--- src/design/dfam_defs.vh ---
`ifndef DFAM_DEFS_VH
`define DFAM_DEFS_VH

// register byte offsets
`define DFAM_ADDR_CTRL 8'h00
`define DFAM_ADDR_STATE 8'h04
`define DFAM_ADDR_INT_STAT 8'h08
`define DFAM_ADDR_INT_EN 8'h0C
`define DFAM_ADDR_INT_CLR 8'h10
`define DFAM_ADDR_DISP 8'h14
`define DFAM_ADDR_FAULT_CODE 8'h18
`define DFAM_ADDR_SEL_BASE 8'h20
`define DFAM_ADDR_SEL_STEP 8'h04

// control register fields
`define DFAM_CTRL_STOP_RAMP 0
`define DFAM_CTRL_W 1
`define DFAM_CTRL_RST 1'h0

// state register fields
`define DFAM_ST_FAULT 0
`define DFAM_ST_MINOR 1
`define DFAM_ST_ALARM 2
`define DFAM_ST_OPER 3
`define DFAM_ST_TUNE 4
`define DFAM_ST_RUN_OK 5
`define DFAM_ST_LAMP 6
`define DFAM_ST_W 7

// event bits of status, enable and clear
`define DFAM_EV_FAULT 0
`define DFAM_EV_MINOR 1
`define DFAM_EV_ALARM 2
`define DFAM_EV_OPER 3
`define DFAM_EV_TUNE 4
`define DFAM_EV_W 5
`define DFAM_EV_RST 5'h00

// contact output function select codes
`define DFAM_FN_FAULT 8'h0E
`define DFAM_FN_MINOR 8'h10
`define DFAM_SEL_RST 8'hFF

// display class codes
`define DFAM_CLS_NONE 3'h0
`define DFAM_CLS_FAULT 3'h1
`define DFAM_CLS_TUNE 3'h2
`define DFAM_CLS_OPER 3'h3
`define DFAM_CLS_MINOR 3'h4
`define DFAM_CLS_ALARM 3'h5

// lamp flash timing and code reset value
`define DFAM_CLK_HZ 10000000
`define DFAM_FLASH_HALF_MS 500
`define DFAM_CODE_RST 8'h00

`endif

--- src/design/dfam_top.v ---
// Added by the designer: the placing of the registers and the address-and-strobe port.
`include "dfam_defs.vh"

module dfam_top #(
    parameter NUM_CONTACTS = 3,
    parameter FLASH_HALF_CYC = `DFAM_FLASH_HALF_MS * (`DFAM_CLK_HZ / 1000)
) (
    // clock, reset, enable
    input wire clk,
    input wire rst_n,
    input wire ce,
    // register port
    input wire [7:0] reg_addr,
    input wire [31:0] reg_wdata,
    input wire reg_wr,
    input wire reg_rd,
    output reg [31:0] reg_rdata,
    // detection sources
    input wire fault_det,
    input wire [7:0] fault_det_code,
    input wire minor_det,
    input wire [7:0] minor_det_code,
    input wire alarm_det,
    input wire [7:0] alarm_det_code,
    input wire oper_err_det,
    input wire [7:0] oper_err_code,
    input wire tune_active,
    input wire tune_err_det,
    input wire [7:0] tune_err_code,
    // operator side
    input wire fault_reset_pin,
    input wire run_req,
    // operator display and lamp
    output reg [7:0] display_code,
    output reg [2:0] display_class,
    output reg fault_lamp,
    // motor output
    output reg drive_run,
    output reg drive_coast,
    output reg drive_ramp_stop,
    // contact outputs
    output wire [NUM_CONTACTS-1:0] contact_out,
    // interrupt
    output wire irq
);

    localparam FLASH_W = 32;
    localparam [FLASH_W-1:0] FLASH_LAST = FLASH_HALF_CYC - 1;
    // reset request synchroniser
    reg rst_req_s1;
    reg rst_req_s2;
    reg rst_req_s3;
    wire rst_req_rise;
    // configuration
    reg [`DFAM_CTRL_W-1:0] ctrl;
    reg [7:0] sel [0:NUM_CONTACTS-1];
    // class state
    reg fault_latched;
    reg [7:0] fault_code;
    reg tune_err;
    reg [7:0] tune_code;
    reg tune_active_d;
    reg minor_d;
    reg alarm_d;
    reg oper_d;
    // flash timer
    reg [FLASH_W-1:0] flash_cnt;
    reg flash_phase;
    // interrupts
    reg [`DFAM_EV_W-1:0] int_stat;
    reg [`DFAM_EV_W-1:0] int_en;
    wire [`DFAM_EV_W-1:0] ev;
    wire [`DFAM_EV_W-1:0] int_clr;
    wire fault_rise;
    wire tune_rise;
    wire tune_start;
    wire run_ok;
    wire stop_ramp;
    wire [`DFAM_ST_W-1:0] state_word;
    reg [7:0] next_display_code;
    reg [2:0] next_display_class;
    reg next_fault_lamp;
    reg [31:0] next_rdata;
    // separate loop indices for the write and read processes
    integer k;
    integer rd_idx;
    assign rst_req_rise = rst_req_s2 & ~rst_req_s3;
    assign stop_ramp = ctrl[`DFAM_CTRL_STOP_RAMP];
    assign tune_start = tune_active & ~tune_active_d;
    assign fault_rise = fault_det & ~fault_latched;
    assign tune_rise = tune_active & tune_err_det & ~tune_err;
    // minor fault and alarm do not enter the run permission
    assign run_ok = ~fault_latched & ~oper_err_det & ~tune_err;

    always @(posedge clk or negedge rst_n)
    begin
        if (!rst_n)
        begin
            rst_req_s1 <= 1'b0;
            rst_req_s2 <= 1'b0;
            rst_req_s3 <= 1'b0;
        end
        else if (ce)
        begin
            rst_req_s1 <= fault_reset_pin;
            rst_req_s2 <= rst_req_s1;
            rst_req_s3 <= rst_req_s2;
        end
    end
    // fault latch: reset only takes once the cause is gone
    always @(posedge clk or negedge rst_n)
    begin
        if (!rst_n)
        begin
            fault_latched <= 1'b0;
            fault_code <= `DFAM_CODE_RST;
        end
        else if (ce)
        begin
            if (fault_rise)
            begin
                fault_latched <= 1'b1;
                fault_code <= fault_det_code;
            end
            else if (fault_latched && rst_req_rise && !fault_det)
            begin
                fault_latched <= 1'b0;
            end
        end
    end
    // tuning error: raised only while tuning, cleared when tuning restarts
    always @(posedge clk or negedge rst_n)
    begin
        if (!rst_n)
        begin
            tune_err <= 1'b0;
            tune_code <= `DFAM_CODE_RST;
            tune_active_d <= 1'b0;
        end
        else if (ce)
        begin
            tune_active_d <= tune_active;
            if (tune_rise)
            begin
                tune_err <= 1'b1;
                tune_code <= tune_err_code;
            end
            else if (tune_start)
            begin
                tune_err <= 1'b0;
            end
        end
    end
    // lamp flash timer
    always @(posedge clk or negedge rst_n)
    begin
        if (!rst_n)
        begin
            flash_cnt <= {FLASH_W{1'b0}};
            flash_phase <= 1'b0;
        end
        else if (ce)
        begin
            if (!(minor_det || alarm_det))
            begin
                flash_cnt <= {FLASH_W{1'b0}};
                flash_phase <= 1'b0;
            end
            else if (flash_cnt == FLASH_LAST)
            begin
                flash_cnt <= {FLASH_W{1'b0}};
                flash_phase <= ~flash_phase;
            end
            else
            begin
                flash_cnt <= flash_cnt + {{(FLASH_W-1){1'b0}}, 1'b1};
            end
        end
    end

    // display priority and lamp
    always @*
    begin
        next_display_code = `DFAM_CODE_RST;
        next_display_class = `DFAM_CLS_NONE;
        next_fault_lamp = 1'b0;
        if (fault_latched)
        begin
            next_display_code = fault_code;
            next_display_class = `DFAM_CLS_FAULT;
            next_fault_lamp = 1'b1;
        end
        else if (tune_err)
        begin
            next_display_code = tune_code;
            next_display_class = `DFAM_CLS_TUNE;
        end
        else if (oper_err_det)
        begin
            next_display_code = oper_err_code;
            next_display_class = `DFAM_CLS_OPER;
        end
        else if (minor_det)
        begin
            next_display_code = minor_det_code;
            next_display_class = `DFAM_CLS_MINOR;
            next_fault_lamp = ~flash_phase;
        end
        else if (alarm_det)
        begin
            next_display_code = alarm_det_code;
            next_display_class = `DFAM_CLS_ALARM;
            next_fault_lamp = ~flash_phase;
        end
    end

    always @(posedge clk or negedge rst_n)
    begin
        if (!rst_n)
        begin
            display_code <= `DFAM_CODE_RST;
            display_class <= `DFAM_CLS_NONE;
            fault_lamp <= 1'b0;
            drive_run <= 1'b0;
            drive_coast <= 1'b0;
            drive_ramp_stop <= 1'b0;
        end
        else if (ce)
        begin
            display_code <= next_display_code;
            display_class <= next_display_class;
            fault_lamp <= next_fault_lamp;
            drive_run <= run_req & run_ok;
            drive_coast <= (fault_latched & ~stop_ramp) | tune_err;
            drive_ramp_stop <= fault_latched & stop_ramp;
        end
    end

    // contact outputs; operation and tuning errors never reach them
    genvar g;
    generate
        for (g = 0; g < NUM_CONTACTS; g = g + 1)
        begin : g_contact
            reg closed;
            always @(posedge clk or negedge rst_n)
            begin
                if (!rst_n)
                begin
                    closed <= 1'b0;
                end
                else if (ce)
                begin
                    closed <= ((sel[g] == `DFAM_FN_FAULT) & fault_latched)
                        | ((sel[g] == `DFAM_FN_MINOR) & minor_det);
                end
            end
            assign contact_out[g] = closed;
        end
    endgenerate

    // interrupt events
    assign ev[`DFAM_EV_FAULT] = fault_rise;
    assign ev[`DFAM_EV_MINOR] = minor_det & ~minor_d;
    assign ev[`DFAM_EV_ALARM] = alarm_det & ~alarm_d;
    assign ev[`DFAM_EV_OPER] = oper_err_det & ~oper_d;
    assign ev[`DFAM_EV_TUNE] = tune_rise;
    assign int_clr = (reg_wr && reg_addr == `DFAM_ADDR_INT_CLR) ?
        reg_wdata[`DFAM_EV_W-1:0] : {`DFAM_EV_W{1'b0}};
    assign irq = |(int_stat & int_en);
    assign state_word = {fault_lamp, run_ok, tune_err, oper_err_det, alarm_det, minor_det,
        fault_latched};
    always @(posedge clk or negedge rst_n)
    begin
        if (!rst_n)
        begin
            minor_d <= 1'b0;
            alarm_d <= 1'b0;
            oper_d <= 1'b0;
            int_stat <= `DFAM_EV_RST;
        end
        else if (ce)
        begin
            minor_d <= minor_det;
            alarm_d <= alarm_det;
            oper_d <= oper_err_det;
            // a set in the clear cycle wins
            int_stat <= (int_stat & ~int_clr) | ev;
        end
    end

    // register writes
    always @(posedge clk or negedge rst_n)
    begin
        if (!rst_n)
        begin
            ctrl <= `DFAM_CTRL_RST;
            int_en <= `DFAM_EV_RST;
            for (k = 0; k < NUM_CONTACTS; k = k + 1)
            begin
                sel[k] <= `DFAM_SEL_RST;
            end
        end
        else if (ce && reg_wr)
        begin
            if (reg_addr == `DFAM_ADDR_CTRL)
            begin
                ctrl <= reg_wdata[`DFAM_CTRL_W-1:0];
            end
            if (reg_addr == `DFAM_ADDR_INT_EN)
            begin
                int_en <= reg_wdata[`DFAM_EV_W-1:0];
            end
            for (k = 0; k < NUM_CONTACTS; k = k + 1)
            begin
                if (reg_addr == `DFAM_ADDR_SEL_BASE + k[7:0] * `DFAM_ADDR_SEL_STEP)
                begin
                    sel[k] <= reg_wdata[7:0];
                end
            end
        end
    end

    // register reads, data one cycle later
    always @*
    begin
        next_rdata = 32'h00000000;
        case (reg_addr)
            `DFAM_ADDR_CTRL: next_rdata[`DFAM_CTRL_W-1:0] = ctrl;
            `DFAM_ADDR_STATE: next_rdata[`DFAM_ST_W-1:0] = state_word;
            `DFAM_ADDR_INT_STAT: next_rdata[`DFAM_EV_W-1:0] = int_stat;
            `DFAM_ADDR_INT_EN: next_rdata[`DFAM_EV_W-1:0] = int_en;
            `DFAM_ADDR_DISP: next_rdata[10:0] = {display_class, display_code};
            `DFAM_ADDR_FAULT_CODE: next_rdata[7:0] = fault_code;
            default: next_rdata = 32'h00000000;
        endcase
        for (rd_idx = 0; rd_idx < NUM_CONTACTS; rd_idx = rd_idx + 1)
        begin
            if (reg_addr == `DFAM_ADDR_SEL_BASE + rd_idx[7:0] * `DFAM_ADDR_SEL_STEP)
            begin
                next_rdata[7:0] = sel[rd_idx];
            end
        end
    end

    always @(posedge clk or negedge rst_n)
    begin
        if (!rst_n)
        begin
            reg_rdata <= 32'h00000000;
        end
        else if (ce)
        begin
            reg_rdata <= reg_rd ? next_rdata : 32'h00000000;
        end
    end

endmodule

--- config.mk ---
export PLATFORM = sky130hd
export DESIGN_NAME = dfam_top
export DESIGN_NICKNAME = d
export VERILOG_FILES = /design/src/design/dfam_top.v
export VERILOG_INCLUDE_DIRS = /design/src /design/src/design
export SDC_FILE = /design/constraint.sdc
export NUM_CORES = 1
export LEC_CHECK = 0
export ABC_AREA = 0
export BUFFER_PORTS_ARGS = -buffer_cell sky130_fd_sc_hd__buf_2
export CAP_MARGIN = 20
export CORE_MARGIN = 1
export CORE_UTILIZATION = 40
export DETAILED_ROUTE_END_ITERATION = 8
export SYNTH_ARGS = -nofsm -noshare
export SYNTH_HDL_FRONTEND = slang
export SYNTH_SLANG_ARGS = --single-unit
--- constraint.sdc ---
create_clock -name clk -period 2.4 [get_ports clk]
set_input_delay 0.24 -clock clk [delete_from_list [all_inputs] [get_ports clk]]
set_output_delay 0.24 -clock clk [all_outputs]
set_load 0.01 [all_outputs]
# --- Word-level counts from Yosys, hierarchy flattened ---
# Index checks and enable logic that the tools add are counted.
totals:
  latchBits: 0
  rom_bits: 0
  mem_count: 0
  mem_bits_rw: 0
  reg_bits: 143
op_classes:
  n_lt_le_gt_ge: 0
  reduce_logical: 20
  n_addsub: 1
  div: 0
  shift: 0
  n_mux: 33
  mul: 0
  n_bitwise: 37
  eq_ne: 17
ops:
  columns: ["operator", "count"]
  rows:
  - ["32-bit 2-to-1 mux", 2]
  - ["8-bit 2-to-1 mux", 8]
  - ["8-bit by 5-bit == test with 1-bit output (second input constant)", 6]
  - ["8-bit by 4-bit == test with 1-bit output (second input constant)", 5]
  - ["32-bit by 1-bit adder with 32-bit output (second input constant)", 1]
  - ["32-bit by 23-bit == test with 1-bit output (second input constant)", 1]
  - ["8-bit by 6-bit == test with 1-bit output (second input constant)", 3]
  - ["4-bit one-hot mux with 5 select lines", 1]
  - ["2-bit AND reduction", 10]
  - ["1-bit AND", 19]
  - ["3-bit 2-to-1 mux", 6]
  - ["1-bit 2-to-1 mux", 11]
  - ["11-bit 2-to-1 mux", 1]
  - ["5-bit AND", 2]
  - ["1-bit NOT", 10]
  - ["8-bit by 3-bit == test with 1-bit output (second input constant)", 1]
  - ["8-bit zero test", 1]
  - ["1-bit one-hot mux with 6 select lines", 1]
  - ["2-bit one-hot mux with 3 select lines", 1]
  - ["5-bit 2-to-1 mux", 1]
  - ["5-bit NOT", 1]
  - ["5-bit bitwise OR", 1]
  - ["5-bit OR reduction", 1]
  - ["1-bit logical AND", 4]
  - ["6 further kinds", 10]

# --- Logic depth before layout (Yosys ltp) ---
# Gate-level depths: netlist (run 1).
depth:
  ltp_word: 8
  depth_mapped: 7
  ltp_nobuf: 6

# --- Worst setup path after synthesis (run 1) ---
# No wires, ideal clock.
synth_timing:
  kind: "register to register"
  start: "register flash_cnt[20]"
  end: "register flash_cnt[17]"
  t_required_ps: 2276
  arrival_time_ps: 1925
  stages_incl_launch_ff: 6
  setup_ps: 124
  slack_ps: 351
  cell_sequence: "dfrtp_1 -> or4b_4 -> nor4_4 -> a31oi_4 -> and3_1 -> a211o_1"
synth_via:
  elab_chain_cells: 3
synth_lines:
  columns: ["item", "line", "source"]
  rows:
  - ["from (decl)", "dfam_top.v:67", "reg [FLASH_W-1:0] flash_cnt;"]
  - ["from (signal assigned)", "dfam_top.v:159", "flash_cnt <= {FLASH_W{1'b0}};"]
  - ["from (signal assigned)", "dfam_top.v:166", "flash_cnt <= {FLASH_W{1'b0}};"]
  - ["from (signal assigned)", "dfam_top.v:171", "flash_cnt <= {FLASH_W{1'b0}};"]
  - ["32-bit by 23-bit == test with 1-bit output", "dfam_top.v:169", "else if (flash_cnt == FLASH_LAST)"]
  - ["32-bit 2-to-1 mux", "dfam_top.v:169", null]
  - ["32-bit 2-to-1 mux", "dfam_top.v:164", "if (!(minor_det || alarm_det))"]
# Every way passes these cells.
# A chain may end at the register's enable or synchronous reset.

# --- Final worst setup path (run 1) ---
# Same ends and word-level chain as after synthesis.

==> results.md, run 1 <==
* Arrival @ worst endpoint at 2.53 ns
* Core Region at 0.0154 mm^2
* TritonCTS clock tree: built
* Syn-to-layout area delta at 21.6%
* Initial Util at 41.4%
* Die Y at 128 um
* Commonest non-fill, non-tap cell in the layout: dfrtp_1
* Crit path capture type: register
* IO Port Bufs at 98
* Crit-path max cell delay at 0.58 ns
* Fin area at 0.00773 mm^2
* H-tree levels at 4
* Clk sink count at 122
* Cts hold-fix bufs at 1
* Setup TNS at 0 ns
* Commonest non-fill, non-tap cells in the layout: dfrtp_1 (98), buf_2 (97), nand2_1 (58)
* Syn Inst Count at 629
* Number of global-route vias before repair at 5170
* Switch Pwr at 1.59 mW
* Die Wd at 128 um
* RSZ-0062 raised after global routing: false
* Largest net degree at the start of global routing at 48
* GP Congestion at 0.895
* Dpl cell area at 0.00711 mm^2
* GR Overflow Total at 0
* Worst-case clock buffer depth at 2
* Drt pass-1 iters at 5
* Flop and latch count out of synthesis at 122
* Ys async rst share at 100%
* Synthesized area per cell at 10.1 um^2
* Area of the mapped netlist at 0.00636 mm^2
* Comb pwr share at 13.8%
* CP top delay family: simple AND/OR/NAND/NOR gates
* Fin. max-slew vios at 0
* Via-to-Cell Ratio at 5.60
* Int Pwr at 4.43 mW
* Clk pwr share at 43.7%
* Num rows at 45
* Synth cell types at 67
* Worst skew pair latency at 0.41 ns
* Crit path buf inv count at 0
* Antenna violations before repair at 0
* Fmax at 448 MHz
* Switching Share at 26.5%
* Reg power frac at 42.5%
* Final setup skew at 0.00710 ns
* Share of cells above drive strength 1 at 27.5%
* Wire length per cell at 18.8 um
* Slowest-stage cell, CP: or4b_4
* Synth Flop Type: dfrtp_1
* EDFF count, synth at 0
* PostCTS Resize Cnt at 0
* Peak supply drop at 0.538 mV
* Final hold violation count at 0
* Via count at 5390
* Seq/Total Area, Yosys at 48.5%
* Status: complete, no violations
* Critical path class: register to register
* TritonCTS Buffers at 17
* Min-Delay Path Class: input pin to register
* Final period utilization at 93.0%
* Final setup fails at 0
* IO Count at 144
* Tot GR Track Use at 23.3%
* DRC viols at 0
* Root buf cell: clkbuf_16
* DP Wirelength at 13300 um
* Antenna Violating Nets Remaining at 0
* WP data required at 2.70 ns
* First-pass GRT wire length at 28800 um
* Setup crit start kind: register
* # diodes at 0
* Clock slew at reported path FFs at 0.06 ns
* Slew @ Worst Pin at 0.673 ns
* Die area at 0.0164 mm^2
* Drt initial violations at 432
* Lkg Pwr at 3.42 nW
* Filler cells at 1394
* Crit-path max FO at 10
* Minimum clock period at 2.23 ns
* Cell-by-cell trace of the critical path: or4b_4, nor4_4, a31oi_4, and3_1, a211o_1
* Ys Warns at 0
* Max_slew headroom at 55.1%
* Postcts setup bufs at 0
* Cell area power density at 779 mW/mm^2
* Overall routed net length at 18100 um
* Final #Nets at 835
* Max-Cap Viols at 0
* Util after Layout at 50.3%
-- worst register-to-register path, delay by kind of cell (launching register included) --
family          cells  cell delay [ns]
simple gates        3             1.21
compound gates      2             0.48
flops               1             0.43
-- per-layer routing --
layer	global-route usage (%)	wire length, um	share of wire, %	vias to the layer above
met5	0	0	0	-
met4	6.23	304	1.7	0
met3	5.22	1260	7.0	28
met2	36.7	8360	46	222
met1	32.3	8130	45	2631
li1	-	-	-	2509
-- state kept, by name, indices dropped and copies added, names as in the netlist, 3 cells and up --
register          cells
flash_cnt            32
sel                  24
fault_code            8
reg_rdata            11
g_contact.closed      3
display_code          8
display_class         3
int_en                5
int_stat              5
tune_code             8
-- synthesized netlist by cell type (all sizes together), types with 11 or more instances --
cell type  count  area share [%]
dfrtp         98              39
nand2         59             3.5
nor2          50             3.1
mux2          48             8.5
o21ai         33             2.7
buf           32             3.4
nand3         32             2.5
dfstp         24             9.9
a21oi         22             1.7
inv           22             1.3
clkbuf        17             1.0
nand4         15             1.5
nor3          15             1.3
xor2          15             2.1
and3          13             1.3
nor4          11             1.6
-- worst paths after layout --
kind                                           startpoint                               to  slack (ns)  cells past startpoint
worst max-delay path            flash_cnt[20]$_DFFE_PN0P_        flash_cnt[17]$_DFFE_PN0P_        0.17                      5
worst min-delay path                    fault_det_code[3]        fault_code[3]$_DFFE_PN0P_        0.06                      2
worst max register to register  flash_cnt[20]$_DFFE_PN0P_        flash_cnt[17]$_DFFE_PN0P_        0.17                      5
worst min register to register   reg_rdata[8]$_DFFE_PN0P_         reg_rdata[8]$_DFFE_PN0P_        0.49                      1
max in group asynchronous                           rst_n              sel[15]$_DFFE_PN1P_        1.31                      3
min in group asynchronous                           rst_n  g_contact[2].closed$_DFFE_PN0P_        0.40                      2
-- power by group through the flow --
stage	Clock, mW	Combinational [mW]	Sequential [mW]
6_report	2.63	0.831	2.56
5_1_grt	2.77	0.925	2.58
4_1_cts	2.67	0.836	2.56
3_5_place_dp	0	0.830	2.59
3_3_place_gp	0	0.814	2.58
2_1_floorplan	0	0.494	2.51
-- kinds of logic after synthesis --
logic type | count (synthesis) | share of synthesized area (%)
xor+xnor | 20 | 2.75
buf+inv | 71 | 5.68
flops | 122 | 48.5
compound gates | 134 | 14.7
fa+ha+maj | 1 | 0.197
other cells | 1 | 0.0590
simple gates | 227 | 18.9
mux | 53 | 9.28
-- metrics by stage --
step           power, mW  instances  worst slack (ns)  hold slack (ns)
3_5_place_dp        3.42        932             0.196            0.309
3_3_place_gp        3.39        932             0.211            0.301
5_1_grt             6.28        963            0.0545           0.0385
6_report            6.02        963             0.168           0.0552
2_1_floorplan       3.01        649             0.351          -0.0556
4_1_cts             6.07        963             0.168           0.0365
-- area by class of cell --
cell class	count	area (um^2)	share of cell area, %
multi-input cells	456	2990	38.7
clock buffers	23	498	6.44
well taps	211	264	3.41
flip-flops and latches	122	3080	39.9
inverters	22	82.6	1.07
clock inverters	7	114	1.47
repair buffers	122	701	9.06
No activity file was read; power rests on OpenSTA's default activity.
==> run 2: changes to the inputs <==
- clock period: 2.4 -> 2.85 ns (I/O delays scaled with it)
==> results.md, run 2 (synthesis gave the netlist of run 1 again) <==
* GR Overflow Total at 0
* Commonest non-fill, non-tap cells in the layout: dfrtp_1 (98), buf_2 (97), nand2_1 (58)
* Status: complete, no violations
* Antenna Violating Nets Remaining at 0
* Filler cells at 1434
* Minimum clock period at 2.20 ns
* Postcts setup bufs at 0
* Drt initial violations at 374
* DRC viols at 0
* First-pass GRT wire length at 29500 um
* Worst skew pair latency at 0.42 ns
* GP Congestion at 0.882
* Number of global-route vias before repair at 5397
* Cell-by-cell trace of the critical path: or4b_1, nor4_4, a31oi_4, nor2_1, buf_4, nor2_1
* Via count at 5330
* Syn-to-layout area delta at 19.7%
* Fmax at 455 MHz
* Clk sink count at 122
* Max-Cap Viols at 0
* Util after Layout at 49.5%
* R2r worst-path depth at 6
* Num rows at 45
* Wire length per cell at 19.1 um
* Comb pwr share at 13.6%
* Setup crit start kind: register
* Via-to-Cell Ratio at 5.59
* Crit-path max FO at 20
* Switch Pwr at 1.40 mW
* IO Port Bufs at 98
* RSZ-0062 raised after global routing: false
* Hold path start: fault_det_code[7]
* Cts hold-fix bufs at 1
* Clk pwr share at 43.2%
* Switching Share at 28.0%
* Largest net degree at the start of global routing at 60
* Final setup skew at 0.0101 ns
* Die Y at 128 um
* Final hold violation count at 0
* Critical path class: register to register
* Initial Util at 41.4%
* # diodes at 0
* Worst flop-to-flop path startpoint: flash_cnt[17]$_DFFE_PN0P_
* Worst hold path depth at 2
* PostCTS Resize Cnt at 0
* Int Pwr at 3.59 mW
* Core Region at 0.0154 mm^2
* Worst-case clock buffer depth at 2
* Final setup fails at 0
* IO Count at 144
* Drt pass-1 iters at 5
* Lkg Pwr at 3.34 nW
* Reg power frac at 43.2%
* WHS Endpoint: fault_code[7]$_DFFE_PN0P_
* Placed insts at 921
* Root buf cell: clkbuf_16
* Reg with most FFs: flash_cnt
* Slew @ Worst Pin at 0.794 ns
* DP Wirelength at 13400 um
* H-tree levels at 4
* Setup TNS at 0 ns
* Crit path capture type: register
* Reg-to-reg slack, setup at 0.65 ns
* Arrival @ worst endpoint at 2.49 ns
* Peak supply drop at 0.448 mV
* Final total power at 4.99 mW
* Crit Reg-Reg Endpoint: flash_cnt[31]$_DFFE_PN0P_
* Slowest-stage cell, CP: or4b_1
* Largest register FFs at 32
* Fin. max-slew vios at 0
* Crit path top cell by count: nor2_1
* Final period utilization at 77.1%
* Share of cells above drive strength 1 at 26.5%
* Min-Delay Path Class: input pin to register
* Final #Nets at 824
* TritonCTS clock tree: built
* Overall routed net length at 18300 um
* Max_slew headroom at 47.1%
* WP data required at 3.14 ns
* Biggest regs: flash_cnt (32), sel (24), reg_rdata (11)
* Tot GR Track Use at 23.9%
* Commonest non-fill, non-tap cell in the layout: dfrtp_1
* Antenna violations before repair at 0
* Cell area power density at 655 mW/mm^2
* TritonCTS Buffers at 17
* Crit-path max cell delay at 0.57 ns
* Die area at 0.0164 mm^2
* Clock slew at reported path FFs at 0.06 ns
* Die Wd at 128 um
* Post-route insts no fill at 954
## run 2: cell count changes in the layout (fill, tap and decap cells not counted), sizes merged
cell,previous run,this run
buf,121,110
clkinvlp,0,3
clkbuf,23,21
bufinv,3,2
clkinv,4,5
inv,22,23
## run 2: power groups by stage
stage	Sequential (mW)	Combinational (mW)	Clock, mW
global placement	2.18	0.673	0
finish	2.15	0.681	2.15
global route	2.18	0.763	2.26
CTS	2.15	0.689	2.19
floorplan	2.12	0.416	0
detailed placement	2.18	0.685	0
## run 2: through the flow
stage	setup slack [ns]	hold WS, ns	instance area (um^2)
4_1_cts	0.627	0.0825	7620
5_1_grt	0.497	0.0907	7620
2_1_floorplan	0.801	-0.0106	6440
3_3_place_gp	0.659	0.409	7020
3_5_place_dp	0.632	0.422	7020
6_report	0.652	0.0910	7620
## run 2: layout make-up
type / count / area, um^2 / share of cell area, %
clock buffers: 21 / 470 / 6.18
clock inverters: 11 / 119 / 1.56
inverters: 22 / 82.6 / 1.08
multi-input cells: 456 / 2990 / 39.3
flip-flops and latches: 122 / 3080 / 40.5
well taps: 211 / 264 / 3.47
repair buffers: 111 / 606 / 7.95
## run 2: critical path, delay by kind of cell (launching register included)
family | cells | cell delay (ns)
AOI/OAI and AO/OA | 1 | 0.21
buffers and inverters | 1 | 0.26
DFF | 1 | 0.44
and+or+nand+nor | 4 | 1.17
## run 2: worst max-delay path by stage
stage	slack, ns	start	end	depth (start not counted)
global placement	0.66	flash_cnt[17]$_DFFE_PN0P_	flash_cnt[17]$_DFFE_PN0P_	5
floorplan	0.80	flash_cnt[20]$_DFFE_PN0P_	flash_cnt[17]$_DFFE_PN0P_	5
finish	0.65	flash_cnt[17]$_DFFE_PN0P_	flash_cnt[31]$_DFFE_PN0P_	6
CTS	0.63	flash_cnt[17]$_DFFE_PN0P_	flash_cnt[31]$_DFFE_PN0P_	6
global route	0.50	flash_cnt[17]$_DFFE_PN0P_	flash_cnt[31]$_DFFE_PN0P_	6
detailed placement	0.63	flash_cnt[20]$_DFFE_PN0P_	flash_cnt[31]$_DFFE_PN0P_	6
## run 2: metal layers
metal	global-route usage, %	vias up	part of all wire (%)
li1	-	2484	-
met4	7.13	0	1.5
met1	32.3	2639	46
met3	5.09	20	5.8
met2	38.5	187	47
met5	0	-	0
==> run 3: changes to the inputs <==
- ABC_AREA: 0 -> 1
- clock period: 2.85 -> 1.95 ns (I/O delays scaled with it)
==> results.md, run 3 <==
* Final #Nets at 1122
* Slew @ Worst Pin at 0.574 ns
* Cell-by-cell trace of the critical path: inv_1, nand4_1, nor3_1, nand3_1, nand2_1, nand2_2, inv_2, nor2_1
* Max layer used: met4
* RSZ-0062 raised after global routing: false
* Cts hold-fix bufs at 11
* Via count at 6400
* Wire length per cell at 16.1 um
* Biggest regs: flash_cnt (32), sel (24), reg_rdata (11)
* Synth cell types at 44
* Postcts setup bufs at 0
* TritonCTS Buffers at 17
* Status: complete, no violations
* Worst-case clock buffer depth at 2
* Post-synth top cells: nand2_1 (250), inv_1 (110), dfrtp_1 (98), nor2_1 (82), nand3_1 (73)
* Core Region at 0.0167 mm^2
* Final setup skew at 0.00896 ns
* Largest net degree at the start of global routing at 48
* Min-Delay Path Class: input pin to register
* Max-Cap Viols at 0
* Minimum clock period at 1.81 ns
* Final total power at 8.15 mW
* Worst skew pair latency at 0.42 ns
* Root buf cell: clkbuf_16
* Compound-Gate Fraction of Synth Area at 11.1%
* Crit path buf inv count at 2
* Lkg Pwr at 4.18 nW
* Commonest non-fill, non-tap cells in the layout: nand2_1 (250), inv_1 (110), dfrtp_1 (98)
* Num rows at 47
* CP top delay family: simple AND/OR/NAND/NOR gates
* Die area at 0.0178 mm^2
* # diodes at 0
* Critical path depth at 8
* Tot GR Track Use at 24.1%
* Final period utilization at 92.9%
* GP Congestion at 0.925
* Synth Flop Type: dfrtp_1
* TritonCTS clock tree: built
* Setup TNS at 0 ns
* Antenna violations before repair at 0
* Syn-to-layout area delta at 22.5%
* Flop and latch count out of synthesis at 122
* IO Port Bufs at 98
* DP Wirelength at 15200 um
* Final hold slack at 0.0204 ns
* Most common cell in the netlist: nand2_1
* Synth area leader: dfrtp_1
* Arrival @ worst endpoint at 2.11 ns
* Crit-path max FO at 10
* R2r worst-path depth at 8
* Overall routed net length at 20200 um
* Initial Util at 41.4%
* Seq/Total Area, Yosys at 44.6%
* Drt pass-1 iters at 5
* Crit path capture type: register
* Area of the mapped netlist at 0.00691 mm^2
* Slowest-stage cell, CP: dfrtp_1
* First-pass GRT wire length at 32800 um
* Commonest non-fill, non-tap cell in the layout: nand2_1
* DRC viols at 0
* Critical path class: register to register
* Number of global-route vias before repair at 6164
* Reg with most FFs: flash_cnt
* Post-Synth XOR/XNOR Area at 1.01%
* Ys Warns at 0
* Die Y at 133 um
* PostCTS Resize Cnt at 0
* Met3 routed wirelength at 1010 um
* Fin. max-slew vios at 0
* IO Count at 144
* Fmax at 552 MHz
* Clk sink count at 122
* Setup crit start kind: register
* Area contributors post-synth: dfrtp_1 (36%), nand2_1 (14%), dfstp_2 (9.1%)
* Clock slew at reported path FFs at 0.06 ns
* Met1 WL at 9580 um
* Largest register FFs at 32
* Multiplexer area fraction after synthesis at 1.96%
* Crit-path max cell delay at 0.42 ns
* Syn Inst Count at 903
* Drt initial violations at 431
* WP data required at 2.25 ns
* Final hold violation count at 0
* Antenna Violating Nets Remaining at 0
* Via-to-Cell Ratio at 5.08
* Max_slew headroom at 61.6%
* Peak supply drop at 0.731 mV
* GR Overflow Total at 0
* Met2 wire len at 9350 um
* Worst hold path depth at 2
* Share of cells above drive strength 1 at 21.7%
* Util after Layout at 50.7%
* Die Wd at 133 um
* EDFF count, synth at 0
* Synthesized area per cell at 7.65 um^2
* Synth top area share at 35.5%
* Cell area power density at 963 mW/mm^2
* Final setup fails at 0
* Largest family of logic cells by synthesized area: simple AND/OR/NAND/NOR gates
* Adder-Cell Fraction of Synth Area at 0.181%
* Post-Synth Simple-Gate Area at 30.4%
* Ys async rst share at 100%
* H-tree levels at 4
-- run 3: through the flow --
stage                     instances  setup WS, ns  area, um^2
after global placement         1218         0.214        7670
after CTS                      1261         0.160        8460
final                          1261         0.139        8460
after detailed placement       1218         0.174        7670
after global routing           1261        0.0384        8460
after floorplan                 923         0.435        6980
-- run 3: layer usage --
| metal | track usage, % | vias up |
|---|---|---|
| met5 | 0 | - |
| met4 | 8.08 | 0 |
| met3 | 3.88 | 25 |
| met2 | 37.9 | 199 |
| met1 | 33.9 | 3010 |
| li1 | - | 3166 |
-- run 3: path summary, 6_finish.rpt --
check	to	slack [ns]	startpoint
setup / recovery	flash_cnt[5]$_DFFE_PN0P_	0.14	flash_cnt[28]$_DFFE_PN0P_
hold / removal	fault_code[2]$_DFFE_PN0P_	0.02	fault_det_code[2]
setup reg to reg	flash_cnt[5]$_DFFE_PN0P_	0.14	flash_cnt[28]$_DFFE_PN0P_
hold reg to reg	int_stat[3]$_DFFE_PN0P_	0.46	oper_d$_DFFE_PN0P_
max in group asynchronous	sel[22]$_DFFE_PN1P_	1.01	rst_n
min in group asynchronous	flash_cnt[14]$_DFFE_PN0P_	0.27	rst_n
-- run 3: where the power goes --
group	internal, mW	switching [mW]	leakage [nW]
clock network	2.44	1.24	0.323
registers	2.90	0.335	1.50
logic	0.507	0.731	2.36
total	5.84	2.31	4.18
-- run 3: worst reg2reg max path: stages, from the launching register on --
cell	delay [ns]
dfrtp_1	0.42
inv_1	0.09
nand4_1	0.18
nor3_1	0.32
nand3_1	0.14
nand2_1	0.11
nand2_2	0.16
inv_2	0.21
nor2_1	0.06
-- run 3: kinds of logic after synthesis --
family	Yosys count
AO/OA/AOI/OAI	123
XOR/XNOR	8
adder cells (fa/ha/maj)	1
buffers and inverters	162
flip-flops	122
multiplexers	12
other	1
AND/OR/NAND/NOR	474
-- run 3: area by class of cell --
| type | instances | area [um^2] |
|---|---|---|
| timing repair buffer | 137 | 838 |
| sequential | 122 | 3080 |
| clock inverter | 14 | 243 |
| multi-input combinational | 639 | 3170 |
| clock buffer | 18 | 439 |
| fill | 1691 | 8240 |
| tap | 220 | 275 |
| inverter | 111 | 417 |
